--- src/rtl/bor_reset_pkg.sv ---
// Notes on behaviour
// - hold reset until power-on monitor releases
// - active monitor: reset while supply below threshold
// - one config bit selects brown-out threshold
// - filtered dips reset and clear brown-out flag
// - reset from all nine listed sources
// - optional power-up timer lengthens POR/BOR reset
// - mode 11: always on, start waits ready
// - mode 11: active in sleep, no wake delay
// - mode 10: active awake, ignored asleep
// - mode 10: wake waits ready and level
// - mode 10: execution waits for ready flag
// - mode 01: software bit enables monitor
// - mode 01, bit 0: start immediately
// - mode 01 bypass: bit 0, non-POR/BOR start
// - protection when ready; ready flag readable
// - mode 01: sleep leaves monitor unchanged
// - mode 00: monitor off, software bit ignored
// - forced on: ready before execution
// - power-up timer 64 ms after POR/BOR release
// - start needs timer, pin, oscillator done
// - late pin release: run after 10 clocks
// - low-power brown-out ORed into brown-out
package bor_reset_pkg;
    // -------------------------------------------------------------
    // constants
    // -------------------------------------------------------------
    localparam logic [1:0] MODE_OFF = 2'h0;
    localparam logic [1:0] MODE_SW = 2'h1;
    localparam logic [1:0] MODE_NOSLEEP = 2'h2;
    localparam logic [1:0] MODE_ON = 2'h3;
    localparam int CLK_MHZ = 125;
    localparam int POWERUP_TIMER_MS = 64;
    localparam int POWERUP_TIMER_CYCLES = POWERUP_TIMER_MS * 1000 * CLK_MHZ;
    localparam int FILTER_NS = 40;
    localparam int FILTER_CYCLES = (FILTER_NS * CLK_MHZ + 999) / 1000;
    localparam int EXTERNAL_RESET_PIN_RUN_CYCLES = 10;
    // register offsets and fields
    localparam logic [1:0] ADDR_CONTROL = 2'h0;
    localparam logic [1:0] ADDR_STATUS = 2'h1;
    localparam int CTL_SWEN_BIT = 7;
    localparam int CTL_READY_BIT = 0;
    localparam logic [7:0] STATUS_RESET = 8'h00;

    typedef struct packed {
        logic [1:0] brownout_mode_field;
        logic brownout_level_select;
        logic powerup_timer_enable;
        logic external_reset_pin_enable;
        logic low_power_brownout_enable;
        logic stack_reset_enable;
    } cfg_t;

    typedef struct packed {
        logic watchdog;
        logic reset_instr;
        logic stack_over;
        logic stack_under;
        logic prog_exit;
    } digital_src_t;
endpackage

--- src/rtl/bor_reset_ctrl.sv ---
// Chosen here: the address-and-strobe port and the register addresses.
`timescale 1ns/1ps
module bor_reset_ctrl #(
    parameter int POWERUP_TIMER_COUNT = bor_reset_pkg::POWERUP_TIMER_CYCLES
) (
    input wire logic core_clk, // system clock, 125 MHz
    input wire logic sys_rst, // async reset, active high
    input wire bor_reset_pkg::cfg_t cfg, // configuration bits
    input wire logic por_ok, // power-on monitor: supply ok (async)
    input wire logic bor_below, // brown-out comparator below (async)
    input wire logic bor_ready, // brown-out monitor ready (async)
    input wire logic low_power_brownout_below, // low-power brown-out below (async)
    input wire logic ext_reset_pin_n, // external reset pin, low resets (async)
    input wire logic osc_ready, // oscillator start-up done (async)
    input wire bor_reset_pkg::digital_src_t src, // same-clock reset requests
    input wire logic sleeping, // core is asleep
    input wire logic [1:0] reg_addr, // register address
    input wire logic [7:0] reg_wdata, // write data
    input wire logic reg_wr, // write strobe
    input wire logic reg_rd, // read strobe
    output logic [7:0] reg_rdata, // read data, cycle after strobe
    output logic bor_enable, // monitor power enable
    output logic bor_level, // threshold select to monitor
    output logic device_reset, // device reset, active high
    output logic wake_ok // wake from sleep allowed
);
    // -------------------------------------------------------------
    // synchronisers
    // -------------------------------------------------------------
    logic [5:0] sync1;
    logic [5:0] sync2;
    // async indications pass two flops before use
    always_ff @(posedge core_clk or posedge sys_rst) begin
        if (sys_rst) begin
            sync1 <= 6'h00;
            sync2 <= 6'h00;
        end else begin
            sync1 <= {por_ok, bor_below, bor_ready, low_power_brownout_below, ext_reset_pin_n, osc_ready};
            sync2 <= sync1;
        end
    end
    logic s_por;
    logic s_below;
    logic s_ready;
    logic s_low_power_brownout;
    logic s_pin;
    logic s_osc;
    assign {s_por, s_below, s_ready, s_low_power_brownout, s_pin, s_osc} = sync2;

    // -------------------------------------------------------------
    // monitor enable per mode
    // -------------------------------------------------------------
    logic sw_brownout_enable;
    logic next_mon_en;
    always_comb begin
        case (cfg.brownout_mode_field)
            bor_reset_pkg::MODE_ON: next_mon_en = 1'b1;
            bor_reset_pkg::MODE_NOSLEEP: next_mon_en = !sleeping;
            bor_reset_pkg::MODE_SW: next_mon_en = sw_brownout_enable;
            default: next_mon_en = 1'b0;
        endcase
    end
    // threshold choice follows one config bit
    always_ff @(posedge core_clk or posedge sys_rst) begin
        if (sys_rst) begin
            bor_enable <= 1'b0;
            bor_level <= 1'b0;
        end else begin
            bor_enable <= next_mon_en;
            bor_level <= cfg.brownout_level_select;
        end
    end

    // -------------------------------------------------------------
    // brown-out filter
    // -------------------------------------------------------------
    localparam int FW = $clog2(bor_reset_pkg::FILTER_CYCLES + 1);
    logic [FW-1:0] filt_cnt;
    logic bor_trip;
    // protection counts only once the monitor reports ready; short dips are ignored
    always_ff @(posedge core_clk or posedge sys_rst) begin
        if (sys_rst) begin
            filt_cnt <= '0;
            bor_trip <= 1'b0;
        end else if (bor_enable && s_ready && s_below) begin
            if (filt_cnt == FW'(bor_reset_pkg::FILTER_CYCLES)) begin
                bor_trip <= 1'b1;
            end else begin
                filt_cnt <= filt_cnt + 1'b1;
            end
        end else begin
            filt_cnt <= '0;
            bor_trip <= 1'b0;
        end
    end
    logic lp_trip;
    assign lp_trip = cfg.low_power_brownout_enable && s_low_power_brownout;
    logic bor_any;
    assign bor_any = bor_trip || lp_trip;

    // -------------------------------------------------------------
    // software registers
    // -------------------------------------------------------------
    logic bor_flag_n; // brown-out status bit, 0 after brown-out
    logic por_flag_n;
    // software enable bit; in modes other than 01 it is stored but unused
    always_ff @(posedge core_clk or posedge sys_rst) begin
        if (sys_rst) begin
            sw_brownout_enable <= 1'b1;
        end else if (reg_wr && reg_addr == bor_reset_pkg::ADDR_CONTROL) begin
            sw_brownout_enable <= reg_wdata[bor_reset_pkg::CTL_SWEN_BIT];
        end
    end
    // status flags: hardware clear wins over software set
    always_ff @(posedge core_clk or posedge sys_rst) begin
        if (sys_rst) begin
            bor_flag_n <= 1'b0;
            por_flag_n <= 1'b0;
        end else begin
            if (bor_any) begin
                bor_flag_n <= 1'b0;
            end else if (reg_wr && reg_addr == bor_reset_pkg::ADDR_STATUS) begin
                bor_flag_n <= reg_wdata[0];
            end
            if (!s_por) begin
                por_flag_n <= 1'b0;
            end else if (reg_wr && reg_addr == bor_reset_pkg::ADDR_STATUS) begin
                por_flag_n <= reg_wdata[1];
            end
        end
    end
    // read data valid only the cycle after the strobe
    always_ff @(posedge core_clk or posedge sys_rst) begin
        if (sys_rst) begin
            reg_rdata <= bor_reset_pkg::STATUS_RESET;
        end else if (reg_rd) begin
            case (reg_addr)
                bor_reset_pkg::ADDR_CONTROL: reg_rdata <= {sw_brownout_enable, 6'h00,
                    s_ready && bor_enable};
                bor_reset_pkg::ADDR_STATUS: reg_rdata <= {6'h00, por_flag_n, bor_flag_n};
                default: reg_rdata <= 8'h00;
            endcase
        end else begin
            reg_rdata <= 8'h00;
        end
    end

    // -------------------------------------------------------------
    // reset sequencing
    // -------------------------------------------------------------
    typedef enum logic [2:0] {ST_POR, ST_POWERUP_TIMER, ST_WAIT, ST_PIN, ST_RUN} state_t;
    state_t state;
    logic [31:0] powerup_timer_cnt;
    logic [3:0] pin_cnt;
    logic pwr_event; // set by power-on or brown-out, cleared when execution starts
    logic pin_active;
    logic dig_reset;
    logic mon_gate;
    assign pin_active = cfg.external_reset_pin_enable && !s_pin;
    assign dig_reset = src.watchdog || src.reset_instr || src.prog_exit
        || (cfg.stack_reset_enable && (src.stack_over || src.stack_under));
    // start waits for monitor ready and level when it is forced on or mode 10
    always_comb begin
        case (cfg.brownout_mode_field)
            bor_reset_pkg::MODE_ON, bor_reset_pkg::MODE_NOSLEEP: mon_gate = s_ready && !s_below;
            bor_reset_pkg::MODE_SW: mon_gate = !sw_brownout_enable || (s_ready && !s_below);
            default: mon_gate = 1'b1;
        endcase
    end
    // main sequencer; power events restart the power-up timer
    always_ff @(posedge core_clk or posedge sys_rst) begin
        if (sys_rst) begin
            state <= ST_POR;
            powerup_timer_cnt <= 32'h0;
            pin_cnt <= 4'h0;
            pwr_event <= 1'b1;
        end else if (!s_por || bor_any) begin
            state <= ST_POR;
            pwr_event <= 1'b1;
            powerup_timer_cnt <= 32'h0;
        end else begin
            case (state)
                ST_POR: begin
                    state <= cfg.powerup_timer_enable ? ST_POWERUP_TIMER : ST_WAIT;
                    powerup_timer_cnt <= 32'h0;
                end
                ST_POWERUP_TIMER: begin
                    if (powerup_timer_cnt == 32'(POWERUP_TIMER_COUNT - 1)) begin
                        state <= ST_WAIT;
                    end else begin
                        powerup_timer_cnt <= powerup_timer_cnt + 32'h1;
                    end
                end
                ST_WAIT: begin
                    pin_cnt <= 4'h0;
                    if (!pin_active && s_osc && mon_gate && !dig_reset) begin
                        state <= ST_PIN;
                    end
                end
                ST_PIN: begin
                    if (pin_active || dig_reset) begin
                        state <= ST_WAIT;
                    end else if (pin_cnt == 4'(bor_reset_pkg::EXTERNAL_RESET_PIN_RUN_CYCLES - 1)) begin
                        state <= ST_RUN;
                        pwr_event <= 1'b0;
                    end else begin
                        pin_cnt <= pin_cnt + 4'h1;
                    end
                end
                ST_RUN: begin
                    if (pin_active || dig_reset) begin
                        state <= ST_WAIT;
                    end
                end
                default: state <= ST_POR;
            endcase
        end
    end
    // reset out and wake gating, both registered
    always_ff @(posedge core_clk or posedge sys_rst) begin
        if (sys_rst) begin
            device_reset <= 1'b1;
            wake_ok <= 1'b0;
        end else begin
            device_reset <= (state != ST_RUN);
            case (cfg.brownout_mode_field)
                bor_reset_pkg::MODE_ON: wake_ok <= 1'b1;
                bor_reset_pkg::MODE_NOSLEEP: wake_ok <= s_ready && !s_below;
                bor_reset_pkg::MODE_SW: wake_ok <= (!sw_brownout_enable && !pwr_event)
                    || (s_ready && !s_below);
                default: wake_ok <= 1'b1;
            endcase
        end
    end

    // -------------------------------------------------------------
    // assertions
    // -------------------------------------------------------------
    a_por_holds_reset: assert property (@(posedge core_clk) disable iff (sys_rst)
        !s_por |-> ##2 device_reset)
        else $error("reset not held while power-on low");

    a_mode_off_monitor: assert property (@(posedge core_clk) disable iff (sys_rst)
        cfg.brownout_mode_field == bor_reset_pkg::MODE_OFF |=> !bor_enable)
        else $error("monitor enabled in mode 00");
    a_sleep_disables: assert property (@(posedge core_clk) disable iff (sys_rst)
        (cfg.brownout_mode_field == bor_reset_pkg::MODE_NOSLEEP && sleeping) |=> !bor_enable)
        else $error("monitor on in sleep for mode 10");
    a_always_on: assert property (@(posedge core_clk) disable iff (sys_rst)
        cfg.brownout_mode_field == bor_reset_pkg::MODE_ON |=> bor_enable)
        else $error("monitor off in mode 11");
    a_flag_clear: assert property (@(posedge core_clk) disable iff (sys_rst)
        bor_any |=> !bor_flag_n)
        else $error("brown-out flag not cleared");
    a_low_power_brownout_reset: assert property (@(posedge core_clk) disable iff (sys_rst)
        lp_trip |=> ##1 device_reset)
        else $error("low-power brown-out did not reset");
    a_run_needs_ready: assert property (@(posedge core_clk) disable iff (sys_rst)
        (state == ST_WAIT && cfg.brownout_mode_field == bor_reset_pkg::MODE_ON && !s_ready)
        |=> state != ST_PIN)
        else $error("start without monitor ready");
    a_pin_delay: assert property (@(posedge core_clk) disable iff (sys_rst)
        $rose(state == ST_RUN)
        |-> pin_cnt == 4'(bor_reset_pkg::EXTERNAL_RESET_PIN_RUN_CYCLES - 1))
        else $error("execution began before pin delay");

    a_level_follows: assert property (@(posedge core_clk) disable iff (sys_rst)
        1'b1 |=> bor_level == $past(cfg.brownout_level_select))
        else $error("threshold select not passed");
    a_digital_reset: assert property (@(posedge core_clk) disable iff (sys_rst)
        (state == ST_RUN && src.watchdog) |=> ##1 device_reset)
        else $error("watchdog did not reset");

    // -------------------------------------------------------------
    // assertions on filter, timing and mode gating
    // -------------------------------------------------------------
    // six filtered samples below the level must trip
    a_filter_trips: assert property (@(posedge core_clk) disable iff (sys_rst)
        (bor_enable && s_ready && s_below) [*6]
        |=> bor_trip)
        else $error("long dip did not trip the filter");

    // a trip reaches the reset output two edges later
    a_trip_resets: assert property (@(posedge core_clk) disable iff (sys_rst)
        bor_trip
        |=> ##1 device_reset)
        else $error("brown-out trip did not reset");

    // the timer leaves only after its full count
    a_timer_length: assert property (@(posedge core_clk) disable iff (sys_rst)
        ($past(state) == ST_POWERUP_TIMER && state == ST_WAIT)
        |-> powerup_timer_cnt == 32'(POWERUP_TIMER_COUNT - 1))
        else $error("power-up timer ended early");

    // with the timer off the sequencer skips it
    a_timer_skipped: assert property (@(posedge core_clk) disable iff (sys_rst)
        (state == ST_POR && !cfg.powerup_timer_enable && s_por && !bor_any)
        |=> state == ST_WAIT)
        else $error("timer used while disabled");

    // pin held or oscillator pending keeps the wait
    a_start_blocked: assert property (@(posedge core_clk) disable iff (sys_rst)
        (state == ST_WAIT && (pin_active || !s_osc))
        |=> state != ST_PIN)
        else $error("start while pin or oscillator pending");

    // mode 10 start waits for the ready flag
    a_nosleep_start: assert property (@(posedge core_clk) disable iff (sys_rst)
        (state == ST_WAIT && cfg.brownout_mode_field == bor_reset_pkg::MODE_NOSLEEP && !s_ready)
        |=> state != ST_PIN)
        else $error("mode 10 start without ready");

    // mode 01 with the bit clear starts at once
    a_sw_off_start: assert property (@(posedge core_clk) disable iff (sys_rst)
        (state == ST_WAIT && cfg.brownout_mode_field == bor_reset_pkg::MODE_SW
        && !sw_brownout_enable && !pin_active && s_osc && !dig_reset && s_por && !bor_any)
        |=> state == ST_PIN)
        else $error("mode 01 start delayed");

    // mode 01: monitor power tracks the software bit
    a_sw_follows: assert property (@(posedge core_clk) disable iff (sys_rst)
        cfg.brownout_mode_field == bor_reset_pkg::MODE_SW
        |=> bor_enable == $past(sw_brownout_enable))
        else $error("monitor ignores software bit");

    // mode 01: sleep changes leave the monitor alone
    a_sw_sleep: assert property (@(posedge core_clk) disable iff (sys_rst)
        (cfg.brownout_mode_field == bor_reset_pkg::MODE_SW && $changed(sleeping)
        && $stable(sw_brownout_enable))
        |=> $stable(bor_enable))
        else $error("sleep changed monitor in mode 01");

    // mode 10 wake waits for ready
    a_nosleep_wake: assert property (@(posedge core_clk) disable iff (sys_rst)
        (cfg.brownout_mode_field == bor_reset_pkg::MODE_NOSLEEP && !s_ready)
        |=> !wake_ok)
        else $error("mode 10 wake without ready");

    // mode 01 after a power event: wake waits for ready
    a_sw_wake: assert property (@(posedge core_clk) disable iff (sys_rst)
        (cfg.brownout_mode_field == bor_reset_pkg::MODE_SW && pwr_event && !s_ready)
        |=> !wake_ok)
        else $error("mode 01 wake bypassed after power event");

    // mode 11 never delays wake
    a_on_wake: assert property (@(posedge core_clk) disable iff (sys_rst)
        cfg.brownout_mode_field == bor_reset_pkg::MODE_ON
        |=> wake_ok)
        else $error("mode 11 wake delayed");

    // mode 00 has no monitor to wait for
    a_off_wake: assert property (@(posedge core_clk) disable iff (sys_rst)
        cfg.brownout_mode_field == bor_reset_pkg::MODE_OFF
        |=> wake_ok)
        else $error("mode 00 wake delayed");

    // brown-out ignored through a mode 10 sleep
    a_sleep_no_trip: assert property (@(posedge core_clk) disable iff (sys_rst)
        (cfg.brownout_mode_field == bor_reset_pkg::MODE_NOSLEEP && sleeping && $past(sleeping))
        |=> !bor_trip)
        else $error("brown-out tripped in mode 10 sleep");

    // ready bit reads back the synchronised monitor state
    a_ready_read: assert property (@(posedge core_clk) disable iff (sys_rst)
        (reg_rd && reg_addr == bor_reset_pkg::ADDR_CONTROL)
        |=> reg_rdata[bor_reset_pkg::CTL_READY_BIT] == $past(s_ready && bor_enable))
        else $error("ready flag not readable");

    // pin pulled low while running resets two edges later
    a_pin_resets: assert property (@(posedge core_clk) disable iff (sys_rst)
        (state == ST_RUN && pin_active)
        |=> ##1 device_reset)
        else $error("pin did not reset");

endmodule

--- config.mk ---
export PLATFORM = sky130hd
export DESIGN_NAME = bor_reset_ctrl
export DESIGN_NICKNAME = d
export VERILOG_FILES = /design/src/rtl/bor_reset_pkg.sv /design/src/rtl/bor_reset_ctrl.sv
export SDC_FILE = /design/constraint.sdc
export NUM_CORES = 1
export LEC_CHECK = 0
export BUFFER_PORTS_ARGS = -buffer_cell sky130_fd_sc_hd__buf_2
export CORE_MARGIN = 2
export CORE_UTILIZATION = 45
export CTS_BUF_LIST = sky130_fd_sc_hd__clkbuf_4
export DETAILED_ROUTE_END_ITERATION = 7
export PLACE_DENSITY = 0.72
export SKIP_LAST_GASP = 1
export SLEW_MARGIN = 40
export SYNTH_ARGS = -nofsm -noshare
export SYNTH_HDL_FRONTEND = slang
export SYNTH_SLANG_ARGS = --single-unit
export TNS_END_PERCENT = 20
--- constraint.sdc ---
create_clock -name core_clk -period 3.9 [get_ports core_clk]
set_input_delay 0.39 -clock core_clk [delete_from_list [all_inputs] [get_ports core_clk]]
set_output_delay 0.39 -clock core_clk [all_outputs]
set_load 0.03 [all_outputs]
Word level (Yosys, flattened, before mapping)
Index checks and enable logic that the tools add are counted.

word-level totals
  register bits after elaboration = 71
  bits of input ports = 33
  logic and storage cells = 115

operators by class
  add/sub/neg operators = 3
  eq/ne operators = 23
  multiplexer cells = 31
  bitwise logic cells = 1
  reductions and logical operators = 41

operators by type and width
  cell                                                                count
  32-bit 2-to-1 mux                                                   2
  32-bit case mux with 2 select lines                                 1
  32-bit by 1-bit adder with 32-bit output (second input constant)    1
  32-bit by 23-bit == test with 1-bit output (second input constant)  1
  3-bit 2-to-1 mux                                                    8
  8-bit case mux with 2 select lines                                  1
  3-bit inequality test (second input constant)                       5
  3-bit case mux with 5 select lines                                  1
  1-bit logical AND                                                   12
  1-bit 2-to-1 mux                                                    10
  1-bit logical OR                                                    9
  1-bit logical NOT                                                   8
  4-bit 2-to-1 mux                                                    2
  8-bit 2-to-1 mux                                                    1
  2-bit inequality test (second input constant)                       4
  4-bit case mux with 2 select lines                                  1
  4-bit AND reduction                                                 2
  2-bit nonzero test                                                  4
  3-bit by 2-bit == test with 1-bit output (second input constant)    2
  3-bit == test (second input constant)                               2
  4-bit by 1-bit adder with 4-bit output (second input constant)      1
  2-bit by 1-bit == test with 1-bit output (second input constant)    2
  2-bit == test (second input constant)                               2
  4-bit == test (second input constant)                               1
  other kinds (14)                                                    16

Depth between registers and ports, before layout
  depth after elaboration = 9
  gate-level depth with buffers = 8
  mapped depth without buffers = 8

Worst setup path before layout
OpenSTA, ideal clock, no wires.

  path type = register to register
  from = register powerup_timer_cnt[15]
  to = register powerup_timer_cnt[17]
  setup time = 0.132 ns
  data arrival time = 2.087 ns
  required time = 3.768 ns
  path slack = 1.681 ns
  cell stages (with the launch flop) = 7
  path through = dfrtp_1 > or4b_1 > or4_4 > or4_4 > nand3_1 > xor2_1 > nor2_1

between the ends
  longest elaborated chain between the ends = 4
  elaborated cells on any way between the ends = 7
  classes of those cells = add/sub (1); eq/ne (2); mux (3); reduce/logical (1)

RTL lines
  element                                   RTL line               RTL
  start, declared                           bor_reset_ctrl.sv:153  logic [31:0] powerup_timer_cnt;
  start signal, assigned                    bor_reset_ctrl.sv:191  powerup_timer_cnt <= powerup_timer_cnt + 32'h1;
  32-bit by 1-bit adder with 32-bit output  bor_reset_ctrl.sv:191
  32-bit 2-to-1 mux                         bor_reset_ctrl.sv:188  if (powerup_timer_cnt == 32'(POWERUP_TIMER_COUNT - 1)) begin
  32-bit case mux with 2 select lines       bor_reset_ctrl.sv:182  case (state)
  32-bit 2-to-1 mux                         bor_reset_ctrl.sv:177  end else if (!s_por || bor_any) begin

Parallel ways exist; a longest one is shown, timed or not. The select of a mux whose other input is x is not followed.
A chain may end at the register's enable or synchronous reset.

Worst setup path in the final report
  from = register state[0]
  to = register powerup_timer_cnt[7]

between the ends
  longest elaborated chain between the ends = 3
  elaborated cells on any way between the ends = 7
  classes of those cells = eq/ne (2); mux (2); reduce/logical (3)

RTL lines
  element                                                                               RTL line               RTL
  start, declared                                                                       bor_reset_ctrl.sv:152  state_t state;
  start signal, assigned                                                                bor_reset_ctrl.sv:184  state <= cfg.powerup_timer_enable ? ST_POWERUP_TIMER : ST_WAIT;
  3-bit by 1-bit == test with 1-bit output / 3-bit logical NOT (equally long branches)  bor_reset_ctrl.sv:182
  32-bit case mux with 2 select lines, or another cell as far along                     bor_reset_ctrl.sv:182
  32-bit 2-to-1 mux / 2-bit AND reduction (equally long branches)                       n/a

Parallel ways exist; a longest one is shown, timed or not.

==> summary.md <==
| Metric | Value |
|---|---|
| Status | `completed` |
| # fillers | `680` |
| Cell variety after synth | `57` |
| CORE AREA | `7330 sq um` |
| Synthesis Warnings | `0` |
| Count of final setup violators | `0` |
| Port bufs | `34` |
| Post-Place Worst Slack | `1.13 ns` |
| Most common cell on crit path | `nor3_1` |
| Clock share of power | `0.352` |
| Share of cells above drive strength 1 | `0.201` |
| Final hold vios | `0` |
| Cells after Synth | `between 300 and 400` |
| Largest net degree at the start of global routing | `48` |
| Gr ovfl total | `0` |
| Worst IR drop on VDD | `0.000172 V` |
| Post-DRT Antenna Nets | `0` |
| CTS tree | `built` |
| Setup WS post-layout | `~1.2 ns` |
| P per Cell Area | `348 nW/um^2` |
| Worst hold slack | `0.0386 ns` |
| CTS Sinks | `66` |
| Total CTS buffers | `9` |
| Commonest non-fill, non-tap cell in the layout | `dfrtp_1` |
| DRT Pass-1 Iters | `4` |
| Kind of critical path | `reg -> reg` |
| Die area | `8390 sq um` |
| Post-Layout Inst Area | `3840 sq um` |
| ANT cells | `0` |
| Width of the die | `91.6 microns` |
| Synth top area share | `0.457` |
| Post-synthesis xor/xnor area fraction | `0.0660` |
| Vias per Instance | `5.55` |
| Register bit total from synthesis | `66` |
| Initial DRC count | `between 200 and 250` |
| RSZ-0062 raised after global routing | `no` |
| Period utilisation layout | `0.700` |
| FF/Latch Area | `approximately 1700 sq um` |
| Comb pwr share | `0.105` |
| DR DRC count | `0` |
| Largest family of logic cells by synthesized area | `simple AND/OR/NAND/NOR gates` |
| TNS Setup | `0 ns` |
| Mapped cell area | `roughly 3500 sq um` |
| Clock Path Buffers | `2` |
| H-tree depth | `3` |
| Slew Viols, Final | `0` |
| Syn_area_per_cell | `9.83 sq um` |
| Placed cell area | `approximately 3700 sq um` |
| CP Capture Type | `flop` |
| Crit-path cells | `nor3_1 > or3_2 > o21ai_0 > nor3_1 > xnor2_1 > nor2_1` |
| Most used flip-flop cell after synthesis | `dfrtp_1` |
| Flop pwr share | `0.543` |
| Max-cap viol count | `0` |
| Final Wtd Congestion | `between 0.9 and 1` |
| Root Buffer Master | `clkbuf_4` |
| Initial core utilization | `0.471` |
| Number of global-route vias before repair | `2799` |
| Setup Buffers After CTS | `0` |
| Crit path time final | `~2.7 ns` |
| Slew HR | `0.472` |
| Commonest non-fill, non-tap cells in the layout | `dfrtp_1 (63), nor2_1 (45), buf_2 (34)` |
| Overall power | `about 1300 uW` |
| Area leader, netlist | `dfrtp_1` |
| Detailed placement HPWL | `5080 microns` |
| Initial antenna violation count | `0` |
| Ys async rst share | `1.00` |
| Sw frac | `0.288` |
| Hold buffer count at cts | `0` |
| Synth Area in Compound Gates | `0.0663` |
| CP Launch Type | `flop` |
| Multiplexer share of the synthesized area | `0.0181` |
| Cell row count | `31` |
| Io pins | `45` |
| Global Route Usage Sum | `0.187` |
| Multi-input logic area | `1700 sq um` |
| Worst Path Required | `4.19 ns` |
| Max Clk Rate | `0.366 GHz` |
| Adder-Cell Fraction of Synth Area | `0.0362` |
| Slowest-stage cell, CP | `or3_2` |
| Area growth from synthesis to layout | `11.2%` |
| HP Class | `in -> async` |
| Final nets | `roughly 430` |
| Clock Skew | `approximately 0.015 ns` |
| Seq/Total Area, Yosys | `0.480` |
| Clk Latency, worst-skew pair | `0.41 ns` |
| Leak | `0.00161 uW` |
| Drt total wl | `7110 microns` |
| Die height | `91.6 microns` |
| Sw power | `roughly 390 uW` |
| CP max FO | `34` |
| First-pass GRT wire length | `roughly 13000 microns` |
| Simple-gate share of the synthesized area | `0.300` |
| Vias post-DR | `2730` |
| DR WL/cell | `14.5 microns` |
| Worst slew pin tran | `0.784 ns` |
| Dominant cells by area after synthesis | `dfrtp_1 (46%), xnor2_1 (5.6%), nor2_1 (4.9%)` |
| Post-synth EDFFs | `0` |
| CTS resizes | `0` |
| Pint | `951 uW` |
| Max stage delay on crit path | `0.75 ns` |
| Worst-path clk slew | `around 0.12 ns` |
| WP data arrival | `3.02 ns` |
-- final timing paths --
| kind | startpoint | to | slack (ns) | depth (start not counted) |
|---|---|---|---|---|
| max | state[0]$_DFFE_PP0P_ | powerup_timer_cnt[7]$_DFFE_PP0P_ | 1.17 | 6 |
| min | sys_rst | filt_cnt[0]$_DFFE_PP0P_ | 0.04 | 2 |
| max reg2reg | state[0]$_DFFE_PP0P_ | powerup_timer_cnt[7]$_DFFE_PP0P_ | 1.17 | 6 |
| min reg2reg | sync1[5]$_DFF_PP0_ | sync2[5]$_DFF_PP0_ | 0.36 | 0 |
| max in group asynchronous | sys_rst | device_reset$_DFF_PP1_ | 3.13 | 3 |
| min in group core_clk | bor_ready | sync1[3]$_DFF_PP0_ | 0.07 | 1 |
-- registers in the layout, indices dropped and copies added, names as in the netlist --
signal,flops
powerup_timer_cnt,32
sync1,6
sync2,6
pin_cnt,4
filt_cnt,3
reg_rdata,3
state,3
bor_enable,1
bor_flag_n,1
bor_level,1
bor_trip,1
device_reset,1
por_flag_n,1
pwr_event,1
sw_brownout_enable,1
wake_ok,1
-- synth_stat cells, types with 4 or more instances --
master    number
xnor2_1       22
nor4_1        17
nor4b_1        6
nand4_1       12
inv_1          8
nand2_1       25
nor2_1        45
nand3_1       19
mux2i_1        4
clkbuf_1       6
a21oi_1       15
buf_4          5
xor2_1         4
nand2b_1       5
nor3_1        14
ha_1          10
dfrtp_1       63
o21ai_0        5
-- cell families (layout without fill, tap and decap cells) --
family,count (synthesis),in the layout
adder cells (fa/ha/maj),10,10
XOR/XNOR,26,26
flip-flops,66,66
AND/OR/NAND/NOR,183,183
other,1,5
buffers and inverters,22,60
multiplexers,6,6
AO/OA/AOI/OAI,37,37
-- stage by stage --
| step | instances | utilization |
|---|---|---|
| after floorplan | 355 | - |
| after detailed placement | 476 | 0.504 |
| after global placement | 476 | 0.504 |
| final | 492 | 0.524 |
| after CTS | 492 | 0.524 |
| after global routing | 492 | 0.524 |
-- power groups by stage --
stage / registers [uW] / clock network [uW] / logic [uW]
detailed placement: 739 / 0 / 141
global route: 730 / 510 / 159
CTS: 725 / 481 / 142
finish: 726 / 471 / 140
floorplan: 738 / 0 / 104
global placement: 738 / 0 / 137
-- routing by layer --
layer,global-route usage,up-vias,part of all wire
met5,0,-,0
met1,0.247,1327,0.46
met3,0.0373,11,0.043
met2,0.299,67,0.48
li1,-,1325,-
met4,0.0795,0,0.017
-- layout make-up --
cell class	instances	share of cell area
timing repair buffer	36	0.0482
sequential	66	0.431
tap	99	0.0323
multi-input combinational	267	0.442
inverter	8	0.00847
clock buffer	9	0.0176
clock inverter	7	0.0199
-- worst max-delay path, delay by kind of cell (launching register included) --
| family | cells | cell delay, ns |
|---|---|---|
| compound gates | 1 | 0.74 |
| xor+xnor | 1 | 0.20 |
| flops | 1 | 0.56 |
| simple gates | 4 | 1.09 |
No activity file was read; power rests on OpenSTA's default activity.
